[config.mk]
export PLATFORM = sky130hd
export DESIGN_NAME = faa_flash_arbiter
export DESIGN_NICKNAME = d
export VERILOG_FILES = /design/src/shared/faa_pkg.sv /design/src/shared/faa_flash_if.sv /design/src/core/faa_boot_loader_engine.sv /design/src/core/faa_flash_arbiter.sv
export SDC_FILE = /design/constraint.sdc
export NUM_CORES = 1
export LEC_CHECK = 0
export BUFFER_PORTS_ARGS = -buffer_cell sky130_fd_sc_hd__buf_2
export CORE_MARGIN = 5
export CORE_UTILIZATION = 54
export DETAILED_ROUTE_END_ITERATION = 8
export PLACE_DENSITY = 0.92
export SYNTH_ARGS = -nofsm -noshare
export SYNTH_HDL_FRONTEND = slang
export SYNTH_SLANG_ARGS = --single-unit
[constraint.sdc]
create_clock -name clk_sys -period 4.34 [get_ports clk_sys]
set_input_delay 0.868 -clock clk_sys [delete_from_list [all_inputs] [get_ports clk_sys]]
set_output_delay 0.868 -clock clk_sys [all_outputs]
set_load 0.005 [all_outputs]
[src/shared/faa_pkg.sv]
// Package for the flash access arbiter: widths, counts and enumerations
package faa_pkg;
  localparam int unsigned ADDR_W = 18;
  localparam int unsigned DATA_W = 32;
  localparam int unsigned RAM_BLOCKS = 4;
  localparam int unsigned BLK_ADDR_W = 8;
  localparam logic [BLK_ADDR_W-1:0] BLK_LAST = 8'hff;
  localparam int unsigned BLK_IDX_W = 2;
  localparam logic [BLK_IDX_W-1:0] BLK_IDX_LAST = 2'h3;
  localparam logic [ADDR_W-1:0] INIT_BASE = 18'h00000;
  localparam logic [ADDR_W-1:0] SAVE_BASE = 18'h00000;
  // Cycle counts at 250 MHz; user clock limit stated in MHz
  localparam int unsigned CLK_MHZ = 250;
  localparam int unsigned USER_MAX_MHZ = 100;
  localparam int unsigned FLASH_LAT_NS = 40;
  localparam int unsigned FLASH_LAT_CYC = (FLASH_LAT_NS * CLK_MHZ + 999) / 1000;
  localparam logic [3:0] FLASH_LAT = 4'(FLASH_LAT_CYC);
  typedef enum logic [1:0] {FAA_OWN_USER, FAA_OWN_ENGINE} faa_owner_t;
endpackage

[src/shared/faa_flash_if.sv]
// Flash request channel shared between the arbiter and the engine
`timescale 1ns/100ps
interface faa_flash_if;
  logic req;
  logic we;
  logic [faa_pkg::ADDR_W-1:0] addr;
  logic [faa_pkg::DATA_W-1:0] wdata;
  logic ack;
  logic [faa_pkg::DATA_W-1:0] rdata;
  modport engine (output req, output we, output addr, output wdata, input ack, input rdata);
  modport arb (input req, input we, input addr, input wdata, output ack, output rdata);
endinterface

[src/core/faa_boot_loader_engine.sv]
// Boot loader engine: power-up load of each RAM block and save requests
`timescale 1ns/100ps
module faa_boot_loader_engine (
  input wire logic clk_sys,
  input wire logic rst_b,
  input wire logic save_req,
  faa_flash_if.engine fl,
  output logic busy,
  output logic ram_we,
  output logic [faa_pkg::BLK_IDX_W-1:0] ram_sel,
  output logic [faa_pkg::BLK_ADDR_W-1:0] ram_addr,
  output logic [faa_pkg::DATA_W-1:0] ram_wdata,
  output logic [faa_pkg::BLK_ADDR_W-1:0] save_raddr,
  input wire logic [faa_pkg::DATA_W-1:0] save_rdata
);
  typedef enum logic [1:0] {FAA_ST_INIT, FAA_ST_IDLE, FAA_ST_SAVE} faa_st_t;
  faa_st_t st_q;
  logic [faa_pkg::BLK_IDX_W-1:0] blk_q;
  logic [faa_pkg::BLK_ADDR_W-1:0] wa_q;
  logic pend_q;
  logic last_word;
  assign last_word = (wa_q == faa_pkg::BLK_LAST);
  assign busy = (st_q != FAA_ST_IDLE);
  // ==========================================
  // Sequencing
  // Init starts straight out of reset with no request
  always_ff @(posedge clk_sys) begin
    if (!rst_b) begin
      st_q <= FAA_ST_INIT;
      blk_q <= '0;
      wa_q <= '0;
      pend_q <= 1'b0;
      ram_we <= 1'b0;
    end else begin
      ram_we <= 1'b0;
      pend_q <= pend_q & ~fl.ack;
      case (st_q)
        FAA_ST_INIT: begin
          if (!pend_q) begin
            pend_q <= 1'b1;
          end else if (fl.ack) begin
            ram_we <= 1'b1;
            wa_q <= wa_q + 1'b1;
            if (last_word) begin
              // One client per cascaded block
              blk_q <= blk_q + 1'b1;
              if (blk_q == faa_pkg::BLK_IDX_LAST) begin
                st_q <= FAA_ST_IDLE;
              end
            end
          end
        end
        FAA_ST_IDLE: begin
          if (save_req) begin
            st_q <= FAA_ST_SAVE;
            wa_q <= '0;
          end
        end
        FAA_ST_SAVE: begin
          if (!pend_q) begin
            pend_q <= 1'b1;
          end else if (fl.ack) begin
            wa_q <= wa_q + 1'b1;
            if (last_word) begin
              st_q <= FAA_ST_IDLE;
            end
          end
        end
        default: st_q <= FAA_ST_IDLE;
      endcase
    end
  end
  always_ff @(posedge clk_sys) begin
    if (!rst_b) begin
      ram_sel <= '0;
      ram_addr <= '0;
      ram_wdata <= '0;
    end else if (fl.ack && st_q == FAA_ST_INIT) begin
      ram_sel <= blk_q;
      ram_addr <= wa_q;
      ram_wdata <= fl.rdata;
    end
  end
  assign fl.req = pend_q & busy;
  assign fl.we = (st_q == FAA_ST_SAVE);
  assign fl.addr = (st_q == FAA_ST_SAVE) ?
    faa_pkg::SAVE_BASE + faa_pkg::ADDR_W'(wa_q) :
    faa_pkg::INIT_BASE + faa_pkg::ADDR_W'({blk_q, wa_q});
  assign fl.wdata = save_rdata;
  assign save_raddr = wa_q;
endmodule

[src/core/faa_flash_arbiter.sv]
// Flash access arbiter: engine versus user data-storage port
`timescale 1ns/100ps
// Functional notes
// - At power-up the engine loads RAM from flash with no user request.
// - A cascaded RAM gets one init client per block so each block loads.
// - Fixed priority gives the flash to the engine whenever init or save runs.
// - Engine and user sides share one clock input of the flash block.
module faa_flash_arbiter (
  input wire logic clk_sys,
  input wire logic rst_b,
  input wire logic user_req,
  input wire logic user_we,
  input wire logic [faa_pkg::ADDR_W-1:0] user_addr,
  input wire logic [faa_pkg::DATA_W-1:0] user_wdata,
  output logic user_ack,
  output logic [faa_pkg::DATA_W-1:0] user_rdata,
  input wire logic save_req,
  output logic engine_complete_flag,
  output logic ram_we,
  output logic [faa_pkg::BLK_IDX_W-1:0] ram_sel,
  output logic [faa_pkg::BLK_ADDR_W-1:0] ram_addr,
  output logic [faa_pkg::DATA_W-1:0] ram_wdata,
  output logic [faa_pkg::BLK_ADDR_W-1:0] save_raddr,
  input wire logic [faa_pkg::DATA_W-1:0] save_rdata,
  output logic flash_req,
  output logic flash_we,
  output logic [faa_pkg::ADDR_W-1:0] flash_addr,
  output logic [faa_pkg::DATA_W-1:0] flash_wdata,
  input wire logic flash_ack,
  input wire logic [faa_pkg::DATA_W-1:0] flash_rdata
);
  // ==========================================
  // Engine
  // Single clk_sys serves both engine and user sides
  faa_flash_if fl ();
  logic eng_busy;
  logic eng_ram_we;
  logic [faa_pkg::BLK_IDX_W-1:0] eng_sel;
  logic [faa_pkg::BLK_ADDR_W-1:0] eng_addr;
  logic [faa_pkg::DATA_W-1:0] eng_wdata;
  logic [faa_pkg::BLK_ADDR_W-1:0] eng_raddr;
  faa_boot_loader_engine faa_boot_loader_engine_i (
    .clk_sys(clk_sys),
    .rst_b(rst_b),
    .save_req(save_req),
    .fl(fl.engine),
    .busy(eng_busy),
    .ram_we(eng_ram_we),
    .ram_sel(eng_sel),
    .ram_addr(eng_addr),
    .ram_wdata(eng_wdata),
    .save_raddr(eng_raddr),
    .save_rdata(save_rdata)
  );
  // ==========================================
  // Ownership
  faa_pkg::faa_owner_t own_q;
  logic inflight_q;
  logic grant_user;
  // Owner only changes with no flash access in flight or on the flash_ack ending it, avoiding torn cycles
  always_ff @(posedge clk_sys) begin
    if (!rst_b) begin
      own_q <= faa_pkg::FAA_OWN_ENGINE;
    end else if (!inflight_q || flash_ack) begin
      own_q <= eng_busy ? faa_pkg::FAA_OWN_ENGINE : faa_pkg::FAA_OWN_USER;
    end
  end
  // User gated whenever engine is busy or owns
  assign grant_user = (own_q == faa_pkg::FAA_OWN_USER) && !eng_busy;
  // ==========================================
  // Flash request registers
  always_ff @(posedge clk_sys) begin
    if (!rst_b) begin
      inflight_q <= 1'b0;
      flash_req <= 1'b0;
      flash_we <= 1'b0;
      flash_addr <= '0;
      flash_wdata <= '0;
    end else if (inflight_q) begin
      if (flash_ack) begin
        inflight_q <= 1'b0;
        flash_req <= 1'b0;
      end
    end else if (own_q == faa_pkg::FAA_OWN_ENGINE && fl.req && !fl.ack) begin
      inflight_q <= 1'b1;
      flash_req <= 1'b1;
      flash_we <= fl.we;
      flash_addr <= fl.addr;
      flash_wdata <= fl.wdata;
    end else if (grant_user && user_req && !user_ack) begin
      inflight_q <= 1'b1;
      flash_req <= 1'b1;
      flash_we <= user_we;
      flash_addr <= user_addr;
      flash_wdata <= user_wdata;
    end
  end
  // ==========================================
  // Answers
  logic eng_txn_q;
  always_ff @(posedge clk_sys) begin
    if (!rst_b) begin
      eng_txn_q <= 1'b0;
    end else if (!inflight_q) begin
      eng_txn_q <= (own_q == faa_pkg::FAA_OWN_ENGINE);
    end
  end
  assign fl.ack = inflight_q && flash_ack && eng_txn_q;
  assign fl.rdata = flash_rdata;
  always_ff @(posedge clk_sys) begin
    if (!rst_b) begin
      user_ack <= 1'b0;
      user_rdata <= '0;
    end else begin
      user_ack <= inflight_q && flash_ack && !eng_txn_q;
      if (inflight_q && flash_ack && !eng_txn_q) begin
        user_rdata <= flash_rdata;
      end
    end
  end
  // ==========================================
  // Status and RAM port
  // Flag drops as soon as a save is accepted, so user may release it
  always_ff @(posedge clk_sys) begin
    if (!rst_b) begin
      engine_complete_flag <= 1'b0;
    end else begin
      engine_complete_flag <= !eng_busy && !save_req;
    end
  end
  always_ff @(posedge clk_sys) begin
    if (!rst_b) begin
      ram_we <= 1'b0;
      ram_sel <= '0;
      ram_addr <= '0;
      ram_wdata <= '0;
      save_raddr <= '0;
    end else begin
      ram_we <= eng_ram_we;
      ram_sel <= eng_sel;
      ram_addr <= eng_addr;
      ram_wdata <= eng_wdata;
      save_raddr <= eng_raddr;
    end
  end
endmodule

# After elaboration in Yosys (flattened, before gate mapping)
# Cells that the tools add are included.
[totals] in_bits=120 out_inout_bits=137 regBits=197 elab_cells=107
[op_classes] bitwise=4 reduce_logical=29 mux=32 n_eq_ne=17 addsub=2
[ops] op="32-bit two-way mux" count=2
[ops] op="18-bit two-way mux" count=2
[ops] op="8-bit two-way mux" count=3
[ops] op="2-bit by 1-bit inequality test with 1-bit output, second input constant" count=10
[ops] op="2-bit two-way mux" count=8
[ops] op="8-bit case mux with 2 select lines" count=1
[ops] op="1-bit two-way mux" count=14
[ops] op="1-bit logical AND" count=10
[ops] op="10-bit two-way mux" count=1
[ops] op="8-bit by 1-bit adder with 8-bit output, second input constant" count=1
[ops] op="8-bit == test, second input constant" count=1
[ops] op="4-bit AND reduction" count=2
[ops] op="8-bit AND reduction" count=1
[ops] op="1-bit zero test" count=6
[ops] op="2-bit case mux with 3 select lines" count=1
[ops] op="2-bit by 1-bit == test with 1-bit output, second input constant" count=2
[ops] op="2-bit == test, second input constant" count=2
[ops] op="2-bit zero test" count=2
[ops] op="2-bit inequality test, second input constant" count=2
[ops] op="2-bit AND reduction" count=2
[ops] op="2-bit nonzero test" count=2
[ops] op="3-bit AND reduction" count=1
[ops] op="3-bit nonzero test" count=1
[ops] op="2-bit by 1-bit adder with 2-bit output, second input constant" count=1
[ops] op="other kinds (4)" count=6

# Longest topological paths before layout
# Gate-level depths: netlist (run 1).
[depth] ltp_word=8 depth_mapped=9 ltp_nobuf=5

# Modules after synthesis
# Synthesis (run 1) repeated with hierarchy kept, for this count alone.
[unflattened] hier_cells=944 hier_area_um2=8481.9
[by_module_without_submodules] mod="faa_flash_arbiter" cells_each=626 n_inst=1 area_per_inst_um2=5656.7 seq_area_each_um2=2802.7
[by_module_without_submodules] mod="faa_boot_loader_engine" cells_each=318 n_inst=1 area_per_inst_um2=2825.2 seq_area_each_um2=1121.1

# Worst setup path after synthesis (run 1)
# Ideal clock, no wire load.
[synth_timing] path_type="input port to flip-flop" startpoint="input flash_ack" endpoint="register flash_addr[7] (netlist bit)" cell_stages=7 n_path_buf=3 arrival_ns=2.280 required_ns=4.224 slack_ns=1.944 setup_ns=0.116 path_cell_list="and3_1 -> or3_1 -> clkbuf_1 -> buf_6 -> buf_6 -> mux2_4 -> o211a_1"
[synth_between] elab_chain_len=6 elab_cells_between_ends=7 cone_classes="mux: 1; reduce/logical: 6"
[synth_lines] element="start, declared" line="faa_flash_arbiter.sv:29" rtl="input wire logic flash_ack,"
[synth_lines] element="1-bit logical AND * (2 in a row)" line="faa_flash_arbiter.sv:108" rtl="assign fl.ack = inflight_q && flash_ack && eng_txn_q;"
[synth_lines] element="1-bit zero test *" line="faa_flash_arbiter.sv:84" rtl="end else if (own_q == faa_pkg::FAA_OWN_ENGINE && fl.req && !fl.ack) begin"
[synth_lines] element="1-bit logical AND *" line="faa_flash_arbiter.sv:84"
[synth_lines] element="2-bit nonzero test (no line)"
[synth_lines] element="2-bit AND reduction (no line)"
[synth_lines] element="end signal, assigned" line="faa_flash_arbiter.sv:88" rtl="flash_addr <= fl.addr;"
[synth_lines] element="end signal, assigned" line="faa_flash_arbiter.sv:94" rtl="flash_addr <= user_addr;"
[synth_lines] element="end, declared" line="faa_flash_arbiter.sv:27" rtl="output logic [faa_pkg::ADDR_W-1:0] flash_addr,"
# Mark *: on every way between the ends. The rest lies on a longest branch, timed or not.
# A chain may end at the register's enable or synchronous reset.

# Worst setup path after layout (run 1)
[layout_timing] startpoint="input flash_ack" endpoint="register flash_wdata[6] (netlist bit)"
[layout_between] elab_chain_len=6 elab_cells_between_ends=7 cone_classes="mux: 1; reduce/logical: 6"
[layout_lines] element="1-bit logical AND * (2 in a row)" line="faa_flash_arbiter.sv:108"
[layout_lines] element="1-bit zero test *" line="faa_flash_arbiter.sv:84"
[layout_lines] element="1-bit logical AND *" line="faa_flash_arbiter.sv:84"
[layout_lines] element="2-bit nonzero test (no line)"
[layout_lines] element="2-bit AND reduction (no line)"
[layout_lines] element="end signal, assigned" line="faa_flash_arbiter.sv:89" rtl="flash_wdata <= fl.wdata;"
[layout_lines] element="end signal, assigned" line="faa_flash_arbiter.sv:95" rtl="flash_wdata <= user_wdata;"
[layout_lines] element="end, declared" line="faa_flash_arbiter.sv:28" rtl="output logic [faa_pkg::DATA_W-1:0] flash_wdata,"
# Marked as above.

==> results of run 1 <==
[final timing paths]
path / startpoint / slack [ns] / end / depth (start not counted)
worst min-delay path: faa_boot_loader_engine_i.ram_we / 0.44 / ram_we / 1
worst max-delay path: flash_ack / 1.74 / flash_wdata[6] / 5
worst max register to register: faa_boot_loader_engine_i.st_q[0] / 1.78 / flash_wdata[6] / 5
worst min register to register: faa_boot_loader_engine_i.ram_we / 0.44 / ram_we / 1
[metal layers]
| layer | global-route usage [%] | vias to the layer above | routed length [um] |
|---|---|---|---|
| met3 | 8.00 | 53 | 1600 |
| met5 | 0 | - | 13 |
| li1 | - | 3109 | - |
| met4 | 10.7 | 2 | 683 |
| met1 | 27.9 | 2900 | 7770 |
| met2 | 39.9 | 229 | 9560 |
[cells in the mapped netlist (2+ instances only)]
cell	n	area share, %
and3b_1	2	0.23
mux2_2	39	5.9
o21bai_1	42	4.2
ha_1	2	0.33
inv_1	3	0.15
buf_6	4	0.60
and4_1	2	0.23
o21ai_0	15	1.0
and3_1	4	0.33
or4_1	2	0.20
nand3_1	6	0.40
xor2_1	4	0.47
o211a_1	42	5.6
a21boi_0	37	3.7
nor3b_1	2	0.20
a21oi_1	51	3.4
o31ai_1	2	0.20
nand4b_1	8	0.94
o311a_1	2	0.27
and2_1	54	4.5
nor2_1	11	0.55
or2_2	2	0.17
dfxtp_1	196	52
nand2b_1	2	0.17
nand4_1	4	0.33
nand2_1	163	8.2
clkbuf_1	55	2.8
nor2b_1	2	0.17
a32o_1	2	0.27
buf_2	4	0.27
[where the power goes]
part / internal (mW) / switching (mW)
registers: 1.86 / 0.0324
clock network: 0.819 / 0.723
logic: 0.190 / 0.200
total: 2.87 / 0.955
[per-stage QoR]
| stage | instances | power (mW) | hold WS [ns] |
|---|---|---|---|
| final | 1191 | 3.83 | 0.435 |
| after global routing | 1191 | 3.99 | 0.444 |
| after CTS | 1190 | 3.86 | 0.439 |
| after detailed placement | 1158 | 2.33 | 0.423 |
| after global placement | 1158 | 2.32 | 0.421 |
| after floorplan | 778 | 2.16 | 0.412 |
[layout make-up]
class | count | area share, %
Inverter | 3 | 0.120
Sequential cell | 196 | 41.8
Tap cell | 180 | 2.40
Multi-Input combinational cell | 516 | 35.1
Antenna cell | 1 | 0.0267
Clock inverter | 14 | 1.73
Clock buffer | 18 | 4.58
Timing Repair Buffer | 263 | 14.2
[flip-flops by register name, summed over array words and instances, names as in the netlist, 8 cells and up]
signal                               count
faa_boot_loader_engine_i.save_raddr      8
user_rdata                              32
faa_boot_loader_engine_i.ram_wdata      32
flash_addr                              18
save_raddr                               8
faa_boot_loader_engine_i.ram_addr        8
ram_wdata                               32
ram_addr                                 8
flash_wdata                             32
[cells in the final DEF (no fill, tap or decap), drive strengths merged, types with 2 or more instances in the layout]
master / synthesis / layout
or4: 2 / 2
clkinvlp: 0 / 2
a32o: 2 / 2
nand4: 4 / 4
a21boi: 37 / 37
and4: 2 / 2
o21ai: 15 / 15
ha: 2 / 2
or2: 2 / 2
and2: 54 / 54
dfxtp: 196 / 196
nor2b: 3 / 3
nand2: 163 / 163
and3b: 2 / 2
clkinv: 0 / 6
nand4b: 8 / 8
nor2: 11 / 11
nand2b: 2 / 2
xor2: 4 / 4
a21oi: 51 / 51
and3: 4 / 4
mux2: 40 / 40
nor3b: 2 / 2
nand3: 6 / 6
clkbuf: 55 / 18
o31ai: 2 / 2
o211a: 42 / 42
inv: 3 / 8
o311a: 2 / 2
buf: 8 / 263
o21bai: 42 / 42
[worst reg2reg max path: cells and delay by family (launching register included)]
kind / cells / cell delay [ns]
AO/OA/AOI/OAI: 2 / 0.65
buffers and inverters: 1 / 0.45
flip-flops: 1 / 0.53
AND/OR/NAND/NOR: 2 / 0.83
[logic make-up after synthesis]
family / Yosys count
fa+ha+maj: 2
buf+inv: 66
xor+xnor: 5
mux: 41
flops: 196
simple gates: 269
compound gates: 199
==> results.cfg, run 1 <==
[status]
status = finished clean

[hold_path]
hold_class = reg2reg

[synth]
synth_edf_count = 0
synthArstFlopShare_pct = 0
synth_area_mm2 = 0.00748
synthXorXnorAreaFrac_pct = 0.585
syn_avg_cell_area_um2 = 9.62
synth_compound_area_share_pct = 19.5
synthCells = 778
synth_seq_area_share_pct = 52.4
ys.flop_type = dfxtp_1
ys_warn_count = 0
synthAdderAreaFrac_pct = 0.334
synth_simple_gate_area_share_pct = 17.2
synth_mux_area_share_pct = 6.20
synth_top_family_by_area = compound AO/OA/AOI/OAI gates
synthDistinctLibCells = 44
syn_nets = 900
ys_ff_latch = 196

[setup_path]
cp.required_ns = 4.66
crit_buf_inv = 1
worstSetupPathType = in2reg
crit_path_top_delay_cell = or3_2
cp_max_fo = 42
cp_slowest_stage_delay_ns = 0.95
cp_top_family = simple AND/OR/NAND/NOR gates
cp-start-kind = primary input
cp-end-kind = flip-flop
worstPathArrival_ns = 2.92
cp_cell_sequence = buf_2, and3_1, or3_2, mux2_2, o211a_1

[timing]
worstMarginPinSlew_ns = 0.993
rsz0062_at_grt = no
skew_ns = 0.00795
maxSlewViolCount = 0
post-route-period-util_pct = 59.9
clock.fmax_mhz = 385
setup_ws_ns = 1.74
hold_viol = 0
min_period_ns = 2.60
setup_viol_count_final = 0
relSlewSlack_pct = 33.6
setup_tns_ns = 0

[detailed_routing]
via_count = 6293
drcViolationCount = 0
wl_mm = 19.6
viasPerCell = 5.28
route.detailed.wl_per_inst_um = 16.5
drtIter0Drc = 358
drt.antenna.violating_nets = 0
dr.pass1.iters = 4

[finish]
nNetsFinal = 1119
seqCellArea_mm2 = 0.00393
fillCellCount = 1068
final_area_mm2 = 0.00938
area_delta_synth_final_pct = 25.4
final_core_util_pct = 68.4
multiInputGateArea_mm2 = 0.00329
layout-drive-gt1-share_pct = 34.1

[clock_tree]
clock_latency_ns = 0.42
cts-buffers-inserted = 17
cts_root_buf = clkbuf_16
holdBufCountCts = 0
cts_resized = 0
clk_pin_slew_ns = 0.07
postCtsSetupRepairBufs = 0
cts.path.max_buffers = 2
clock-sinks = 196
cts_tree = yes
h-tree-depth = 4

[global_route]
grt_max_degree = 85
grt_pass1_vias = 6368
overflow = 0
antenna_found_initial = 2
gr-usage-all-layers_pct = 23.9
grt_first_pass_wirelength_mm = 31.3

[place]
post-dp-hpwl_mm = 13.7
finalWeightedCongestion = 0.881
place_area_mm2 = 0.00879
pre_cts_slack_ns = 1.29
port_buffers = 256

[power_and_ir_drop]
p_per_area_mw_per_mm2 = 408
p_leak_nw = 4.41
vdd_ir_drop_max_mv = 0.277

[floorplanning]
rows = 43
io_pins = 257
die_w_um = 128
start_util_pct = 54.5
fp.coreArea_mm2 = 0.0137
die_y_um = 128
die_area_mm2 = 0.0163

[flow_run]
maxCapViolCount = 0
No activity file was read; power rests on OpenSTA's default activity.
==> run 2, diff against run 1 <==
--- a/config.mk
+++ b/config.mk
@@ -7,9 +7,9 @@
 export LEC_CHECK = 0
 export BUFFER_PORTS_ARGS = -buffer_cell sky130_fd_sc_hd__buf_2
 export CORE_MARGIN = 5
-export CORE_UTILIZATION = 54
+export CORE_UTILIZATION = 45
 export DETAILED_ROUTE_END_ITERATION = 8
-export PLACE_DENSITY = 0.92
+export PLACE_DENSITY = 0.83
 export SYNTH_ARGS = -nofsm -noshare
 export SYNTH_HDL_FRONTEND = slang
 export SYNTH_SLANG_ARGS = --single-unit
==> constraint.sdc (replaced) <==
create_clock -name clk_sys -period 2.1 [get_ports clk_sys]
set_input_delay 0.42 -clock clk_sys [delete_from_list [all_inputs] [get_ports clk_sys]]
set_output_delay 0.42 -clock clk_sys [all_outputs]
set_load 0.005 [all_outputs]
==> run 2 against run 1 <==
Compared with the run above:
- sequential cell count is the same
- setup slack lost 1.5 ns
- via count shrank 0.16%
- highest routed layer unchanged
- combinational power grew 120%
- critical endpoint is now faa_boot_loader_engine_i.blk_q[0]
- largest power group unchanged
- largest cell class unchanged
- clock skew grew 0.0050 ns
==> results.cfg, run 2 (synthesis gave the netlist of run 1 again) <==
[setup_path]
cp_cell_sequence = buf_4, nand3_1, nor4_1, xnor2_1, nor2_1
crit_buf_inv = 1
worstPathArrival_ns = 2.22
cp-end-kind = flip-flop
cp_max_fo = 29
crit_path_top_delay_cell = nor4_1
cp-start-kind = flip-flop
cp.required_ns = 2.42
worstSetupPathType = reg2reg
cp_slowest_stage_delay_ns = 0.60
cp_top_family = simple AND/OR/NAND/NOR gates

[detailed_routing]
via_count = 6283
route.detailed.wl_per_inst_um = 15.9
wl_met3_mm = 1.50
wl_met1_mm = 8.26
wl_mm = 19.9
highest_layer = met5
drcViolationCount = 0
drt.antenna.violating_nets = 0
dr.pass1.iters = 5
dr_wl_met2_mm = 9.64
viasPerCell = 5.04
drtIter0Drc = 292

[clock_tree]
cts-buffers-inserted = 17
h-tree-depth = 4
cts_root_buf = clkbuf_16
cts.path.max_buffers = 2
cts_resized = 0
clock_latency_ns = 0.42
clk_pin_slew_ns = 0.08
cts_tree = yes
clock-sinks = 196
holdBufCountCts = 0
postCtsSetupRepairBufs = 0

[timing]
relSlewSlack_pct = 56.3
maxSlewViolCount = 0
post-route-period-util_pct = 90.3
rsz0062_at_grt = no
hold_viol = 0
worstMarginPinSlew_ns = 0.655
setup_viol_count_final = 0
clock.fmax_mhz = 527
min_period_ns = 1.90
timing.hold.ws_ns = 0.244
skew_ns = 0.0130

[finish]
diodes = 0
nNetsFinal = 1135
area_delta_synth_final_pct = 28.6
final_cell_mix = 255 x buf_2, 195 x dfxtp_1, 163 x nand2_1
fillCellCount = 1433
instances_no_fill = 1246
layout-drive-gt1-share_pct = 35.1
layout_commonest_cell = buf_2

[global_route]
gr-usage-all-layers_pct = 20.3
overflow = 0
antenna_found_initial = 1
grt_first_pass_wirelength_mm = 32.5
grt_max_degree = 50
grt_pass1_vias = 6447

[flow_run]
maxCapViolCount = 0

[power_and_ir_drop]
p_leak_nw = 4.53
p_per_area_mw_per_mm2 = 840
power.total_mw = 8.09
vdd_ir_drop_max_mv = 0.570

[floorplanning]
fp.coreArea_mm2 = 0.0165
io_pins = 257
die_w_um = 139
start_util_pct = 45.4
die_area_mm2 = 0.0193
die_y_um = 139
rows = 47

[status]
status = finished clean

[place]
post-dp-hpwl_mm = 14.0
dp_cells = 1214
port_buffers = 256
finalWeightedCongestion = 0.850

[hold_path]
hold_class = in2reg
==> run 2: cell type report <==
class                           count  area, um2  area share [%]
Clock buffer                       18        439            4.56
Timing Repair Buffer              279       1510            15.7
Inverter                            3       11.3           0.117
Sequential cell                   196       3930            40.8
Multi-Input combinational cell    516       3290            34.1
Clock inverter                     14        181            1.88
Tap cell                          220        275            2.86
==> run 2: path summary, 6_finish.rpt <==
| path | start | slack (ns) | cells past startpoint | to |
|---|---|---|---|---|
| min reg2reg | faa_boot_loader_engine_i.ram_we | 0.43 | 1 | ram_we |
| max reg2reg | inflight_q | 0.20 | 5 | faa_boot_loader_engine_i.blk_q[0] |
| min | flash_rdata[2] | 0.24 | 3 | faa_boot_loader_engine_i.ram_wdata[2] |
| max | inflight_q | 0.20 | 5 | faa_boot_loader_engine_i.blk_q[0] |
==> run 2: tightest hold or removal path: stages <==
cell and delay, ns:
buf_2 0.11, nand2_1 0.05, a21oi_1 0.05
==> run 2: power by group <==
part	internal, mW	switching, mW
logic	0.422	0.423
registers	3.85	0.0642
clock network	1.76	1.57
total	6.03	2.06
==> run 2: metal layers <==
metal  GRT usage (%)  up-vias
li1                -     3132
met1            23.7     2923
met5               0        -
met3            7.90       28
met2            34.4      198
met4            6.49        2
==> run 2: metrics by stage <==
stage          instance area (um2)  util, %  setup WS [ns]  setup TNS (ns)
2_1_floorplan                 7480        -          0.144               0
3_3_place_gp                  9000     54.7         0.0212               0
3_5_place_dp                  9000     54.7       -0.00325         -0.0107
4_1_cts                       9630     58.5          0.207               0
5_1_grt                       9630     58.5         0.0551               0
6_report                      9630     58.5          0.204               0
==> run 3, diff against run 2 <==
==> constraint.sdc (replaced) <==
create_clock -name clk_sys -period 1.6 [get_ports clk_sys]
set_input_delay 0.32 -clock clk_sys [delete_from_list [all_inputs] [get_ports clk_sys]]
set_output_delay 0.32 -clock clk_sys [all_outputs]
set_load 0.005 [all_outputs]
==> run 3 against run 2 <==
Compared with the run above:
- critical path type unchanged
- setup slack lost 0.31 ns
- global-route usage grew 0.33 points
- the run now ends with negative setup slack left
- clock power grew 23%
- sequential share of layout area shrank 1.3 points
- cell count grew 1.8%
- via count grew 2.3%
- largest cell class unchanged
==> results.cfg, run 3 (synthesis gave the netlist of run 1 again) <==
[timing]
relSlewSlack_pct = 61.2
worstMarginPinSlew_ns = 0.582
skew_ns = 0.0201
timing.hold.ws_ns = 0.146
clock.fmax_mhz = 586
setup_ws_ns = -0.107
min_period_ns = 1.71
setup_viol_count_final = 41
hold_viol = 0
maxSlewViolCount = 0
rsz0062_at_grt = yes
post-route-period-util_pct = 107

[global_route]
gr-usage-all-layers_pct = 20.6
grt_max_degree = 59
overflow = 0
antenna_found_initial = 1
grt_pass1_vias = 6437
grt_first_pass_wirelength_mm = 32.8

[finish]
area_delta_synth_final_pct = 32.9
final_cell_mix = 256 x buf_2, 193 x dfxtp_1, 163 x nand2_1
layout-drive-gt1-share_pct = 37.2
diodes = 0
nNetsFinal = 1157
layout_commonest_cell = buf_2
final_core_util_pct = 60.4
fillCellCount = 1419
instances_no_fill = 1268

[place]
port_buffers = 256
finalWeightedCongestion = 0.811
dp_cells = 1231
post-dp-hpwl_mm = 14.4
pre_cts_slack_ns = -0.424

[power_and_ir_drop]
power.internal_mw = 7.77
vdd_ir_drop_max_mv = 0.794
clkPwrFrac_pct = 39.2
p_leak_nw = 4.67
seqPwrFrac_pct = 49.2
p_per_area_mw_per_mm2 = 1050
swShare_pct = 25.7
comb_power_share_pct = 11.6
switching_power_mw = 2.69

[clock_tree]
holdBufCountCts = 0
clk_pin_slew_ns = 0.07
clock_latency_ns = 0.43
cts-buffers-inserted = 17
cts_root_buf = clkbuf_16
h-tree-depth = 4
cts.path.max_buffers = 2
cts_tree = yes
clock-sinks = 196

[setup_path]
worstSetupPathType = reg2reg
cp-start-kind = flip-flop
cp-end-kind = flip-flop
worstPathArrival_ns = 2.03
cp.required_ns = 1.92
cp_cell_sequence = and3_4, or3_4, buf_12, mux2_4, o211a_1
r2r_slack_ns = -0.11
crit_path_top_delay_cell = or3_4
cp_slowest_stage_delay_ns = 0.42
cp_max_fo = 13

[detailed_routing]
wl_met3_mm = 1.59
route.detailed.wl_per_inst_um = 16.3
wl_met1_mm = 8.58
dr_wl_met2_mm = 10.1
drt.antenna.violating_nets = 0
highest_layer = met5
wl_mm = 20.6
viasPerCell = 5.07
dr.pass1.iters = 5
drtIter0Drc = 312
via_count = 6430
drcViolationCount = 0

[status]
status = complete, but fails checks
violations = negative setup slack

[hold_path]
hold_class = in2reg

[floorplanning]
fp.coreArea_mm2 = 0.0165
rows = 47
die_area_mm2 = 0.0193
die_y_um = 139
die_w_um = 139
start_util_pct = 45.4
io_pins = 257

[flow_run]
maxCapViolCount = 0
==> run 3: cell types whose count changed in the layout (fill, tap and decap cells not counted), sizes merged <==
cell	delta
clkinv	+1
inv	-2
clkbuf	+2
clkinvlp	+1
buf	+21
bufinv	-1
==> run 3: power groups by stage <==
stage | Clock [mW] | Combinational [mW] | Sequential, mW
4_1_cts | 4.19 | 1.19 | 5.14
3_3_place_gp | 0 | 1.13 | 5.25
6_report | 4.10 | 1.21 | 5.14
2_1_floorplan | 0 | 0.606 | 5.26
3_5_place_dp | 0 | 1.16 | 5.25
5_1_grt | 4.39 | 1.33 | 5.16
==> run 3: cell type report <==
class                   instances  area [um2]  share of cell area, %
multi-input cells             516        3350                   33.7
clock inverters                13         143                   1.43
clock buffers                  19         433                   4.35
flip-flops and latches        196        3930                   39.5
inverters                       3        11.3                  0.113
repair buffers                301        1800                   18.1
well taps                     220         275                   2.77
==> run 3: repair_timing <==
item	4_1_cts	5_1_grt
endpoints found under the setup margin	43	76
cloned	2	1
pin swaps	2	1
setup buffers	0	2
gates resized for setup	6	14
==> run 3: metrics by stage <==
| step | power (mW) | area, um2 | setup TNS, ns |
|---|---|---|---|
| 3_3_place_gp | 6.38 | 9210 | -15.21 |
| 3_5_place_dp | 6.41 | 9210 | -17.21 |
| 6_report | 10.5 | 9950 | -3.42 |
| 2_1_floorplan | 5.87 | 7490 | -10.27 |
| 5_1_grt | 10.9 | 9950 | -4.74 |
| 4_1_cts | 10.5 | 9850 | -2.91 |
==> run 3: critical path: cells and delay by family, from the launching register on <==
family	cells	cell delay, ns
buffers and inverters	1	0.19
AO/OA/AOI/OAI	1	0.20
AND/OR/NAND/NOR	2	0.59
multiplexers	1	0.29
flip-flops	1	0.33
==> run 3: worst paths after layout <==
check | from | to | cells past startpoint
worst min-delay path | flash_rdata[26] | faa_boot_loader_engine_i.ram_wdata[26] | 3
worst min register to register | faa_boot_loader_engine_i.ram_we | ram_we | 1
worst max register to register | inflight_q | flash_addr[7] | 5
worst max-delay path | inflight_q | flash_addr[7] | 5
==> run 3: metal layers <==
metal,up-vias,track usage [%]
met5,-,0
met4,2,6.13
met3,24,7.07
met2,222,35.5
met1,3006,24.4
li1,3176,-
